## src/rtl/trq_pkg.sv

```systemverilog
// constants, register map and types of the torque command and resonance filter block
package trq_pkg;
	// ----------------------------------------------------------------
	// register indices (byte address = 4 * index)
	// ----------------------------------------------------------------
	localparam logic [11:0] IDX_SMOOTH = 12'h107;
	localparam logic [11:0] IDX_FULL_SCALE = 12'h129;
	localparam logic [11:0] IDX_NOTCH_FREQ = 12'h217;
	localparam logic [11:0] IDX_NOTCH_DEPTH = 12'h218;
	localparam logic [11:0] IDX_RESON = 12'h219;
	localparam logic [11:0] IDX_PRESET_ONE = 12'h300;
	localparam logic [11:0] IDX_PRESET_TWO = 12'h301;
	localparam logic [11:0] IDX_PRESET_THREE = 12'h302;
	localparam logic [11:0] IDX_MODE = 12'h303;
	localparam logic [11:0] IDX_STATUS = 12'h304;
	localparam int ADDR_W = 14;

	// ----------------------------------------------------------------
	// reset values
	// ----------------------------------------------------------------
	localparam logic [15:0] RST_SMOOTH = 16'h0000;
	localparam logic [15:0] RST_FULL_SCALE = 16'h0064;
	localparam logic [15:0] RST_NOTCH_FREQ = 16'h03E8;
	localparam logic [15:0] RST_NOTCH_DEPTH = 16'h0000;
	localparam logic [15:0] RST_RESON_SMALL = 16'h0002;
	localparam logic [15:0] RST_RESON_LARGE = 16'h0005;
	localparam logic [15:0] RST_PRESET = 16'h0000;

	// ----------------------------------------------------------------
	// setting ranges
	// ----------------------------------------------------------------
	localparam logic [15:0] TIME_MAX = 16'h03E8;
	localparam logic [15:0] FULL_SCALE_MAX = 16'h03E8;
	localparam logic [15:0] NOTCH_FREQ_MIN = 16'h0032;
	localparam logic [15:0] NOTCH_FREQ_MAX = 16'h03E8;
	localparam logic [15:0] NOTCH_DEPTH_MAX = 16'h0020;
	localparam logic signed [15:0] PRESET_MAX = 16'sh012C;
	localparam logic signed [15:0] ANALOG_MAX_MV = 16'sh2710;
	localparam logic [15:0] SCALE_DIVISOR = 16'h2710;

	// ----------------------------------------------------------------
	// status fields
	// ----------------------------------------------------------------
	localparam int ST_CMD_LSB = 0;
	localparam int ST_SEL_LSB = 16;
	localparam int ST_MODE_LSB = 18;
	localparam int ST_NOTCH_BIT = 20;
	localparam int ST_LIMIT_BIT = 21;

	// ----------------------------------------------------------------
	// timing: one control-loop update per millisecond
	// ----------------------------------------------------------------
	localparam int CLK_FREQ_HZ = 40000000;
	localparam int LOOP_PERIOD_US = 1000;
	localparam int LOOP_CYCLES = (CLK_FREQ_HZ / 1000000) * LOOP_PERIOD_US;
	localparam int DIV_STEPS = 32;

	// ----------------------------------------------------------------
	// types
	// ----------------------------------------------------------------
	typedef enum logic [1:0] {
		MODE_POSITION = 2'b00,
		MODE_SPEED = 2'b01,
		MODE_TORQUE = 2'b10,
		MODE_TORQUE_ZERO = 2'b11
	} trq_mode_e;

	typedef enum logic [2:0] {
		SEQ_IDLE = 3'b000,
		SEQ_SCALE = 3'b001,
		SEQ_SM_GO = 3'b010,
		SEQ_SM_WAIT = 3'b011,
		SEQ_RS_GO = 3'b100,
		SEQ_RS_WAIT = 3'b101,
		SEQ_OUT = 3'b110
	} trq_seq_e;
endpackage

```

## src/rtl/trq_cmd_filter.sv

```systemverilog
// torque command selection, scaling, smoothing and resonance suppression settings
`timescale 1ns/1ps

module trq_cmd_filter #(
	parameter int TICK_CYCLES = trq_pkg::LOOP_CYCLES,
	parameter bit ABOVE_1KW = 1'b0
) (
	// clock and reset
	input wire logic pclk,
	input wire logic presetn,
	// apb slave
	input wire logic [trq_pkg::ADDR_W-1:0] paddr,
	input wire logic psel,
	input wire logic penable,
	input wire logic pwrite,
	input wire logic [31:0] pwdata,
	output logic [31:0] prdata,
	output logic pready,
	output logic pslverr,
	// select pins, asynchronous
	input wire logic torque_select_bit0,
	input wire logic torque_select_bit1,
	// samples from logic on pclk
	input wire logic signed [15:0] analog_in_mv,
	input wire logic signed [15:0] speed_loop_in,
	// results
	output logic signed [15:0] torque_cmd_pct,
	output logic torque_is_limit,
	output logic cmd_update,
	output logic signed [15:0] speed_loop_out,
	output logic notch_active,
	output logic [15:0] notch_freq_hz,
	output logic [5:0] notch_depth_db
);
	import trq_pkg::*;

	// ----------------------------------------------------------------
	// helpers
	// ----------------------------------------------------------------
	function automatic logic [15:0] clamp_u(input logic [31:0] v, input logic [15:0] lo,
		input logic [15:0] hi);
		logic [15:0] r;
		r = v[15:0];
		if (v > {16'h0000, hi}) begin
			r = hi;
		end else if (v < {16'h0000, lo}) begin
			r = lo;
		end
		return r;
	endfunction

	function automatic logic [15:0] clamp_preset(input logic [31:0] v);
		logic signed [31:0] s;
		logic [15:0] r;
		s = signed'(v);
		r = v[15:0];
		if (s > 32'(PRESET_MAX)) begin
			r = PRESET_MAX;
		end else if (s < -32'(PRESET_MAX)) begin
			r = 16'(-PRESET_MAX);
		end
		return r;
	endfunction

	// ----------------------------------------------------------------
	// bus decode
	// ----------------------------------------------------------------
	logic [11:0] idx;
	logic acc_phase;
	logic wr_en;
	logic hit;
	logic [31:0] rd_mux;

	logic [15:0] smooth_time_r;
	logic [15:0] full_scale_r;
	logic [15:0] notch_freq_r;
	logic [15:0] notch_depth_r;
	logic [15:0] reson_time_r;
	logic [15:0] preset_r [3];
	logic [1:0] mode_r;
	logic [1:0] sel_code_r;
	logic [31:0] status_w;

	assign idx = paddr[ADDR_W-1:2];
	assign acc_phase = psel && penable;
	assign wr_en = acc_phase && pready && pwrite && hit;
	// current-loop gains have no address at all, so they decode as unmapped
	assign hit = (idx == IDX_SMOOTH) || (idx == IDX_FULL_SCALE) || (idx == IDX_NOTCH_FREQ)
		|| (idx == IDX_NOTCH_DEPTH) || (idx == IDX_RESON) || (idx == IDX_PRESET_ONE)
		|| (idx == IDX_PRESET_TWO) || (idx == IDX_PRESET_THREE) || (idx == IDX_MODE)
		|| (idx == IDX_STATUS && !pwrite);
	assign status_w = {10'h000, torque_is_limit, notch_active, mode_r, sel_code_r,
		torque_cmd_pct};
	assign rd_mux = (idx == IDX_SMOOTH) ? {16'h0000, smooth_time_r} :
		(idx == IDX_FULL_SCALE) ? {16'h0000, full_scale_r} :
		(idx == IDX_NOTCH_FREQ) ? {16'h0000, notch_freq_r} :
		(idx == IDX_NOTCH_DEPTH) ? {16'h0000, notch_depth_r} :
		(idx == IDX_RESON) ? {16'h0000, reson_time_r} :
		(idx == IDX_PRESET_ONE) ? {{16{preset_r[0][15]}}, preset_r[0]} :
		(idx == IDX_PRESET_TWO) ? {{16{preset_r[1][15]}}, preset_r[1]} :
		(idx == IDX_PRESET_THREE) ? {{16{preset_r[2][15]}}, preset_r[2]} :
		(idx == IDX_MODE) ? {30'h00000000, mode_r} :
		(idx == IDX_STATUS) ? status_w : 32'h00000000;

	// one wait state: pready rises in the second access cycle, so outputs stay registered
	always_ff @(posedge pclk or negedge presetn) begin
		if (!presetn) begin
			pready <= 1'b0;
			pslverr <= 1'b0;
			prdata <= 32'h00000000;
		end else begin
			pready <= acc_phase && !pready;
			pslverr <= acc_phase && !pready && !hit;
			prdata <= (acc_phase && !pready && !pwrite) ? rd_mux : 32'h00000000;
		end
	end

	// ----------------------------------------------------------------
	// settings registers, clamped as written
	// ----------------------------------------------------------------
	always_ff @(posedge pclk or negedge presetn) begin
		if (!presetn) begin
			smooth_time_r <= RST_SMOOTH;
			full_scale_r <= RST_FULL_SCALE;
			notch_freq_r <= RST_NOTCH_FREQ;
			notch_depth_r <= RST_NOTCH_DEPTH; // zero: notch off
			reson_time_r <= ABOVE_1KW ? RST_RESON_LARGE : RST_RESON_SMALL;
			preset_r[0] <= RST_PRESET;
			preset_r[1] <= RST_PRESET;
			preset_r[2] <= RST_PRESET;
			mode_r <= MODE_POSITION;
		end else if (wr_en) begin
			unique case (idx)
				IDX_SMOOTH: smooth_time_r <= clamp_u(pwdata, 16'h0000, TIME_MAX);
				IDX_FULL_SCALE: full_scale_r <= clamp_u(pwdata, 16'h0000, FULL_SCALE_MAX);
				IDX_NOTCH_FREQ: notch_freq_r <= clamp_u(pwdata, NOTCH_FREQ_MIN, NOTCH_FREQ_MAX);
				IDX_NOTCH_DEPTH: notch_depth_r <= clamp_u(pwdata, 16'h0000, NOTCH_DEPTH_MAX);
				IDX_RESON: reson_time_r <= clamp_u(pwdata, 16'h0000, TIME_MAX);
				IDX_PRESET_ONE: preset_r[0] <= clamp_preset(pwdata);
				IDX_PRESET_TWO: preset_r[1] <= clamp_preset(pwdata);
				IDX_PRESET_THREE: preset_r[2] <= clamp_preset(pwdata);
				IDX_MODE: mode_r <= pwdata[1:0];
				default: mode_r <= mode_r;
			endcase
		end
	end

	// ----------------------------------------------------------------
	// select pins: three flops, a change counts once stages two and three agree
	// ----------------------------------------------------------------
	logic [2:0] sel0_q;
	logic [2:0] sel1_q;

	// on reads as 1, off as 0; the code only moves when a pin settles to a new level
	always_ff @(posedge pclk or negedge presetn) begin
		if (!presetn) begin
			sel0_q <= 3'b000;
			sel1_q <= 3'b000;
			sel_code_r <= 2'b00;
		end else begin
			sel0_q <= {sel0_q[1:0], torque_select_bit0};
			sel1_q <= {sel1_q[1:0], torque_select_bit1};
			if (sel0_q[1] == sel0_q[2]) begin
				sel_code_r[0] <= sel0_q[2];
			end
			if (sel1_q[1] == sel1_q[2]) begin
				sel_code_r[1] <= sel1_q[2];
			end
		end
	end

	// ----------------------------------------------------------------
	// loop tick and settings snapshot
	// ----------------------------------------------------------------
	logic [31:0] tick_cnt_r;
	logic tick;
	logic [15:0] act_smooth_r;
	logic [15:0] act_full_r;
	logic [15:0] act_reson_r;
	logic [15:0] act_preset_r [3];
	logic [1:0] act_mode_r;
	logic [1:0] act_sel_r;
	logic signed [15:0] x_mv_r;
	logic signed [15:0] spd_r;

	assign tick = (tick_cnt_r == 32'(TICK_CYCLES - 1));

	// settings other than notch frequency and depth are sampled only at the tick, so their writes never land mid-update
	always_ff @(posedge pclk or negedge presetn) begin
		if (!presetn) begin
			tick_cnt_r <= 32'h00000000;
			act_smooth_r <= RST_SMOOTH;
			act_full_r <= RST_FULL_SCALE;
			act_reson_r <= ABOVE_1KW ? RST_RESON_LARGE : RST_RESON_SMALL;
			act_preset_r[0] <= RST_PRESET;
			act_preset_r[1] <= RST_PRESET;
			act_preset_r[2] <= RST_PRESET;
			act_mode_r <= MODE_POSITION;
			act_sel_r <= 2'b00;
			x_mv_r <= 16'sh0000;
			spd_r <= 16'sh0000;
		end else begin
			tick_cnt_r <= tick ? 32'h00000000 : tick_cnt_r + 32'h00000001;
			if (tick) begin
				act_smooth_r <= smooth_time_r;
				act_full_r <= full_scale_r;
				act_reson_r <= reson_time_r;
				act_preset_r <= preset_r;
				act_mode_r <= mode_r;
				act_sel_r <= sel_code_r;
				// the input span is +/-10 V; anything beyond is held at the rail
				x_mv_r <= (analog_in_mv > ANALOG_MAX_MV) ? ANALOG_MAX_MV :
					(analog_in_mv < -ANALOG_MAX_MV) ? -ANALOG_MAX_MV : analog_in_mv;
				spd_r <= speed_loop_in;
			end
		end
	end

	// ----------------------------------------------------------------
	// shared serial divider, one quotient bit per cycle
	// ----------------------------------------------------------------
	logic div_start;
	logic [31:0] div_a;
	logic [15:0] div_b;
	logic [31:0] div_q_r;
	logic [16:0] div_rem_r;
	logic [15:0] div_b_r;
	logic [5:0] div_cnt_r;
	logic div_busy;
	logic [16:0] rem_sh;

	assign div_busy = (div_cnt_r != 6'h00);
	assign rem_sh = {div_rem_r[15:0], div_q_r[31]};

	// one divider shared by all three stages; the loop period leaves ample time
	always_ff @(posedge pclk or negedge presetn) begin
		if (!presetn) begin
			div_q_r <= 32'h00000000;
			div_rem_r <= 17'h00000;
			div_b_r <= 16'h0001;
			div_cnt_r <= 6'h00;
		end else if (div_start) begin
			div_q_r <= div_a;
			div_rem_r <= 17'h00000;
			div_b_r <= div_b;
			div_cnt_r <= 6'(DIV_STEPS);
		end else if (div_busy) begin
			div_rem_r <= (rem_sh >= {1'b0, div_b_r}) ? rem_sh - {1'b0, div_b_r} : rem_sh;
			div_q_r <= {div_q_r[30:0], rem_sh >= {1'b0, div_b_r}};
			div_cnt_r <= div_cnt_r - 6'h01;
		end
	end

	// ----------------------------------------------------------------
	// update sequence: scale, smooth, resonance low-pass, publish
	// ----------------------------------------------------------------
	trq_seq_e seq_r;
	trq_seq_e seq_nxt;
	logic signed [15:0] analog_pct_r;
	logic signed [15:0] smooth_y_r;
	logic signed [15:0] reson_y_r;
	logic signed [16:0] src_pct;
	logic signed [16:0] sm_diff;
	logic signed [16:0] rs_diff;
	logic [16:0] sm_abs;
	logic [16:0] rs_abs;
	logic [31:0] scale_prod;
	logic signed [15:0] q16;
	logic signed [15:0] ana_pct;

	assign scale_prod = 32'(x_mv_r[15] ? -x_mv_r : x_mv_r) * 32'(act_full_r);
	// select 00 takes analog or zero by mode, else one of the presets
	assign src_pct = (act_sel_r == 2'b00) ?
		((act_mode_r == MODE_TORQUE_ZERO) ? 17'sh00000 : 17'(ana_pct)) :
		17'(signed'(act_preset_r[act_sel_r - 2'b01]));
	assign sm_diff = src_pct - 17'(smooth_y_r);
	assign rs_diff = 17'(spd_r) - 17'(reson_y_r);
	assign sm_abs = sm_diff[16] ? 17'(-sm_diff) : 17'(sm_diff);
	assign rs_abs = rs_diff[16] ? 17'(-rs_diff) : 17'(rs_diff);
	assign q16 = signed'(div_q_r[15:0]);
	// in SEQ_SM_GO the scale quotient comes straight off the divider, else the analog
	// path would publish the previous update's value; later stages use the registered copy
	assign ana_pct = (seq_r == SEQ_SM_GO) ? (x_mv_r[15] ? -q16 : q16) : analog_pct_r;

	// next state and divider requests
	always_comb begin
		seq_nxt = seq_r;
		div_start = 1'b0;
		div_a = 32'h00000000;
		div_b = 16'h0001;
		unique case (seq_r)
			SEQ_IDLE: begin
				if (tick) begin
					seq_nxt = SEQ_SCALE;
				end
			end
			SEQ_SCALE: begin
				// 10 V (10000 mV) gives the full-scale percentage
				div_start = !div_busy;
				div_a = scale_prod;
				div_b = SCALE_DIVISOR;
				seq_nxt = SEQ_SM_GO;
			end
			SEQ_SM_GO: begin
				if (!div_busy) begin
					div_start = (act_smooth_r != 16'h0000) && (act_sel_r == 2'b00);
					div_a = 32'(sm_abs);
					div_b = act_smooth_r;
					seq_nxt = div_start ? SEQ_SM_WAIT : SEQ_RS_GO;
				end
			end
			SEQ_SM_WAIT: begin
				if (!div_busy) begin
					seq_nxt = SEQ_RS_GO;
				end
			end
			SEQ_RS_GO: begin
				div_start = (act_reson_r != 16'h0000);
				div_a = 32'(rs_abs);
				div_b = act_reson_r;
				seq_nxt = div_start ? SEQ_RS_WAIT : SEQ_OUT;
			end
			SEQ_RS_WAIT: begin
				if (!div_busy) begin
					seq_nxt = SEQ_OUT;
				end
			end
			SEQ_OUT: seq_nxt = SEQ_IDLE;
			default: seq_nxt = SEQ_IDLE;
		endcase
	end

	// filter state: y += (x - y) / tau once per millisecond
	always_ff @(posedge pclk or negedge presetn) begin
		if (!presetn) begin
			seq_r <= SEQ_IDLE;
			analog_pct_r <= 16'sh0000;
			smooth_y_r <= 16'sh0000;
			reson_y_r <= 16'sh0000;
		end else begin
			seq_r <= seq_nxt;
			if (seq_r == SEQ_SM_GO && !div_busy) begin
				analog_pct_r <= x_mv_r[15] ? -q16 : q16;
			end
			if (seq_r == SEQ_SM_GO && !div_busy && !div_start) begin
				smooth_y_r <= src_pct[15:0]; // zero time or preset: pass through
			end else if (seq_r == SEQ_SM_WAIT && !div_busy) begin
				smooth_y_r <= sm_diff[16] ? smooth_y_r - q16 : smooth_y_r + q16;
			end
			if (seq_r == SEQ_RS_GO && !div_start) begin
				reson_y_r <= spd_r; // zero time bypasses
			end else if (seq_r == SEQ_RS_WAIT && !div_busy) begin
				// a longer time constant takes a smaller step: lower bandwidth
				reson_y_r <= rs_diff[16] ? reson_y_r - q16 : reson_y_r + q16;
			end
		end
	end

	// ----------------------------------------------------------------
	// published results
	// ----------------------------------------------------------------
	// all outputs change together in SEQ_OUT so a reader never sees a mixed set
	always_ff @(posedge pclk or negedge presetn) begin
		if (!presetn) begin
			torque_cmd_pct <= 16'sh0000;
			torque_is_limit <= 1'b1;
			cmd_update <= 1'b0;
			speed_loop_out <= 16'sh0000;
			notch_active <= 1'b0;
			notch_freq_hz <= 16'h0000;
			notch_depth_db <= 6'h00;
		end else begin
			cmd_update <= (seq_r == SEQ_OUT);
			if (seq_r == SEQ_OUT) begin
				torque_cmd_pct <= smooth_y_r;
				torque_is_limit <= (act_mode_r == MODE_POSITION)
					|| (act_mode_r == MODE_SPEED);
				speed_loop_out <= reson_y_r;
				notch_active <= (notch_depth_r != 16'h0000);
				notch_freq_hz <= (notch_depth_r != 16'h0000) ? notch_freq_r : 16'h0000;
				notch_depth_db <= notch_depth_r[5:0];
			end
		end
	end
endmodule

```

## config.mk

```make
export PLATFORM = sky130hd
export DESIGN_NAME = trq_cmd_filter
export DESIGN_NICKNAME = d
export VERILOG_FILES = /design/src/rtl/trq_pkg.sv /design/src/rtl/trq_cmd_filter.sv
export SDC_FILE = /design/constraint.sdc
export NUM_CORES = 2
export LEC_CHECK = 0
export ABC_AREA = 1
export BUFFER_PORTS_ARGS = -buffer_cell sky130_fd_sc_hd__buf_2
export CAP_MARGIN = 10
export CORE_ASPECT_RATIO = 0.6
export CORE_MARGIN = 1.5
export CORE_UTILIZATION = 30
export DETAILED_ROUTE_END_ITERATION = 6
export PLACE_DENSITY = 0.46
export SYNTH_ARGS = -nofsm -noshare
export SYNTH_HDL_FRONTEND = slang
export SYNTH_SLANG_ARGS = --single-unit
```

## constraint.sdc

```tcl
create_clock -name pclk -period 14.15 [get_ports pclk]
set_input_delay 2.83 -clock pclk [delete_from_list [all_inputs] [get_ports pclk]]
set_output_delay 2.83 -clock pclk [all_outputs]
set_load 0.02 [all_outputs]
```

==> impl_metrics.ini <==
[global_routing]
grt_overflow = 0
grt_usage = 0.2011
antenna_found_initial = 4
grt_pass1_wl_um = 209600
grt_pass1_vias = 33290
grt_max_degree = 152

[critical_path]
slowest_delay_ns = 0.73
end_kind = flop
start_kind = flop
crit_path_top_delay_cell = fa_1
r2r_slack_ns = 5.37
cp_max_fo = 17
r2r_start = x_mv_r[0]$_DFFE_PN0N_
endpoint = div_q_r[23]$_DFFE_PN0P_
r2r_cells = 34
cp_common_cell = inv_1
cp-startpoint = x_mv_r[0]$_DFFE_PN0N_
crit_type = flop to flop
r2r_end = div_q_r[23]$_DFFE_PN0P_
cp.required_ns = 14.66
arrival_ns = 9.29

[place]
io_buffers = 173
place_hpwl_um = 107600
gp_congestion = 0.9065
dpl_cell_area_um2 = 43180
dp_cells = 7210

[power_and_ir_drop]
leakage_nw = 22.77
p_per_area_nw_per_um2 = 102.9
vdd_drop_max_v = 0.0001673

[die]
core_um2 = 132200
initial_utilization = 0.3038
dieArea_um2 = 136200
die_x_um = 475.4
rows = 103
io_pins = 176
die_h_um = 286.5

[yosys]
synth_compound_area_frac = 0.1309
synth_edf_count = 0
synth_fa_ha_area_frac = 0.2015
synth-seq-cells = 505
netlist_area_um2 = 40170
synthXorXnorAreaFrac = 0.01635
ys_warn_count = 0
synthCells = 5281
muxShareOfSynthArea = 0
synth_top_family_by_area = simple AND/OR/NAND/NOR gates
synth.yosys.seq_area_share = 0.3151
synthArstFlopShare = 1.000
yosys.area_share.simple = 0.2270
ys.flop_type = dfrtp_1
yosysUniqueCellTypes = 67
synth.avg_cell_area_um2 = 7.607

[clocking]
cts_buffers = 56
postCtsSetupRepairBufs = 0
clockRootBuffer = clkbuf_16
cts_resized = 0
htree_levels = 2
cts_max_path_buffers = 3
postCtsHoldBufs = 0
cts_tree = built
clock_latency_ns = 0.69
clkSinkCount = 505
clk_pin_slew_ns = 0.07

[sta]
min_period_over_period = 0.6208
tightest_slew_ns = 1.174
whs_ns = 0.3478
finalSetupViolations = 0
skew_ns = 0.05608
drv_slew = 0
hold_viol = 0
slew_headroom = 0.2145
rsz0062_at_grt = false
setup_tns_ns = 0
fmax_mhz = 113.8
fin_crit_ns = 8.784

[min_path]
hold_class = flop to flop

[finish]
layout_commonest_cell = nand2_1
post_layout_nonfiller_instances = 7317
final_nets = 6028
syn_to_final_growth_pct = 12.41
final_cell_mix = nand2_1, inv_1, o21ai_0
fillCellCount = 14340
drive_gt1_frac = 0.07720
fin_area_um2 = 45160

[detailed_routing]
vias = 34970
antenna_left = 0
first_pass_iters = 5
post_drt_wl_per_cell_um = 18.70
drt-initial-drc-count = 3123
wirelength_um = 136800
drc = 0
routed_via_density = 4.780

[outcome]
status = finished, final reports clean

[flow_run]
cap_violations = 0
kinds of logic after synthesis:
family / Yosys count
compound gates: 944
xor+xnor: 75
fa+ha+maj: 462
buf+inv: 1126
flops: 505
other cells: 2
simple gates: 2167
per-layer routing:
| layer | global-route usage | part of all wire |
|---|---|---|
| met3 | 0.05207 | 0.084 |
| met5 | 0 | 0 |
| met4 | 0.03419 | 0.016 |
| met1 | 0.3395 | 0.55 |
| met2 | 0.2452 | 0.35 |
flip-flops by register name, summed over array words and instances (netlist names), 23 cells and up:
register,flops
act_preset_r,48
div_q_r,32
prdata,23
preset_r,48
tick_cnt_r,32
Yosys cell counts (4+ instances only):
cell	count	area (µm²)
nor2_8	5	100.1
o21ai_0	518	2592
nand3_1	232	1161
or2_2	19	118.9
nor2_2	10	62.56
a21o_1	9	67.56
xnor2_1	21	183.9
dfrtp_1	489	12240
o22ai_1	25	156.4
a21oi_1	217	1086
o21bai_1	13	97.59
nand4_1	66	412.9
dfstp_2	16	420.4
ha_1	151	1889
buf_4	12	90.09
nor2_1	362	1359
nor4_1	32	200.2
inv_1	921	3457
inv_2	19	71.32
nand2_1	1340	5030
buf_2	37	185.2
o21ai_2	32	280.3
and2_1	4	25.02
o2111ai_1	8	70.07
o21ai_1	18	90.09
o221ai_1	15	131.4
nand2_2	6	37.54
xor2_1	54	473.0
a21boi_0	4	30.03
a22oi_1	27	202.7
a31oi_1	8	50.05
clkinv_1	8	30.03
buf_6	8	90.09
o21a_1	6	45.04
o211ai_1	22	165.2
nor3_1	58	290.3
clkbuf_1	113	424.2
fa_1	309	6186
nand3b_1	13	97.59
buf_1	7	26.28
o31ai_1	8	60.06
how the worst min path moves through the flow:
| stage | start | endpoint | slack, ns | depth (start not counted) |
|---|---|---|---|---|
| after CTS | sel0_q[0]$_DFF_PN0_ | sel0_q[1]$_DFF_PN0_ | 0.35 | 0 |
| after global placement | sel0_q[0]$_DFF_PN0_ | sel0_q[1]$_DFF_PN0_ | 0.34 | 0 |
| final | sel0_q[0]$_DFF_PN0_ | sel0_q[1]$_DFF_PN0_ | 0.35 | 0 |
| after global routing | sel0_q[0]$_DFF_PN0_ | sel0_q[1]$_DFF_PN0_ | 0.36 | 0 |
| after floorplan | sel0_q[0]$_DFF_PN0_ | sel0_q[1]$_DFF_PN0_ | 0.33 | 0 |
| after detailed placement | sel0_q[0]$_DFF_PN0_ | sel0_q[1]$_DFF_PN0_ | 0.34 | 0 |
critical path: cells and delay by family (launching register included):
kind / cells / cell delay (ns)
AOI/OAI and AO/OA: 7 / 1.26
adders and majority gates: 8 / 3.75
buffers and inverters: 9 / 1.23
DFF: 1 / 0.36
and+or+nand+nor: 10 / 2.02
final cells by class:
class                   instances  area (µm²)  area share
flip-flops and latches        505       12660      0.2803
inverters                     949        3566     0.07897
clock inverters                26       370.4    0.008201
diodes                          1       2.502  0.00005542
clock buffers                  80        1602     0.03547
repair buffers                203        1126     0.02494
well taps                    1785        2233     0.04946
multi-input cells            3768       23600      0.5226
power by group:
part / internal [mW] / leakage (nW) / switching (mW) / total (mW)
clock network: 0.892 / 0.947 / 0.700 / 1.59
logic: 0.484 / 15.3 / 1.12 / 1.61
registers: 1.45 / 6.52 / 0.00212 / 1.45
total: 2.82 / 22.8 / 1.83 / 4.65
through the flow:
stage | util | worst slack [ns] | total power, mW
global route | 0.3415 | 4.847 | 4.935
global placement | 0.3266 | 5.645 | 3.014
finish | 0.3415 | 5.366 | 4.648
floorplan | - | 7.352 | 2.373
detailed placement | 0.3266 | 5.597 | 3.020
CTS | 0.3415 | 5.548 | 4.638
Note: power is estimated with default switching activity, not from simulation.
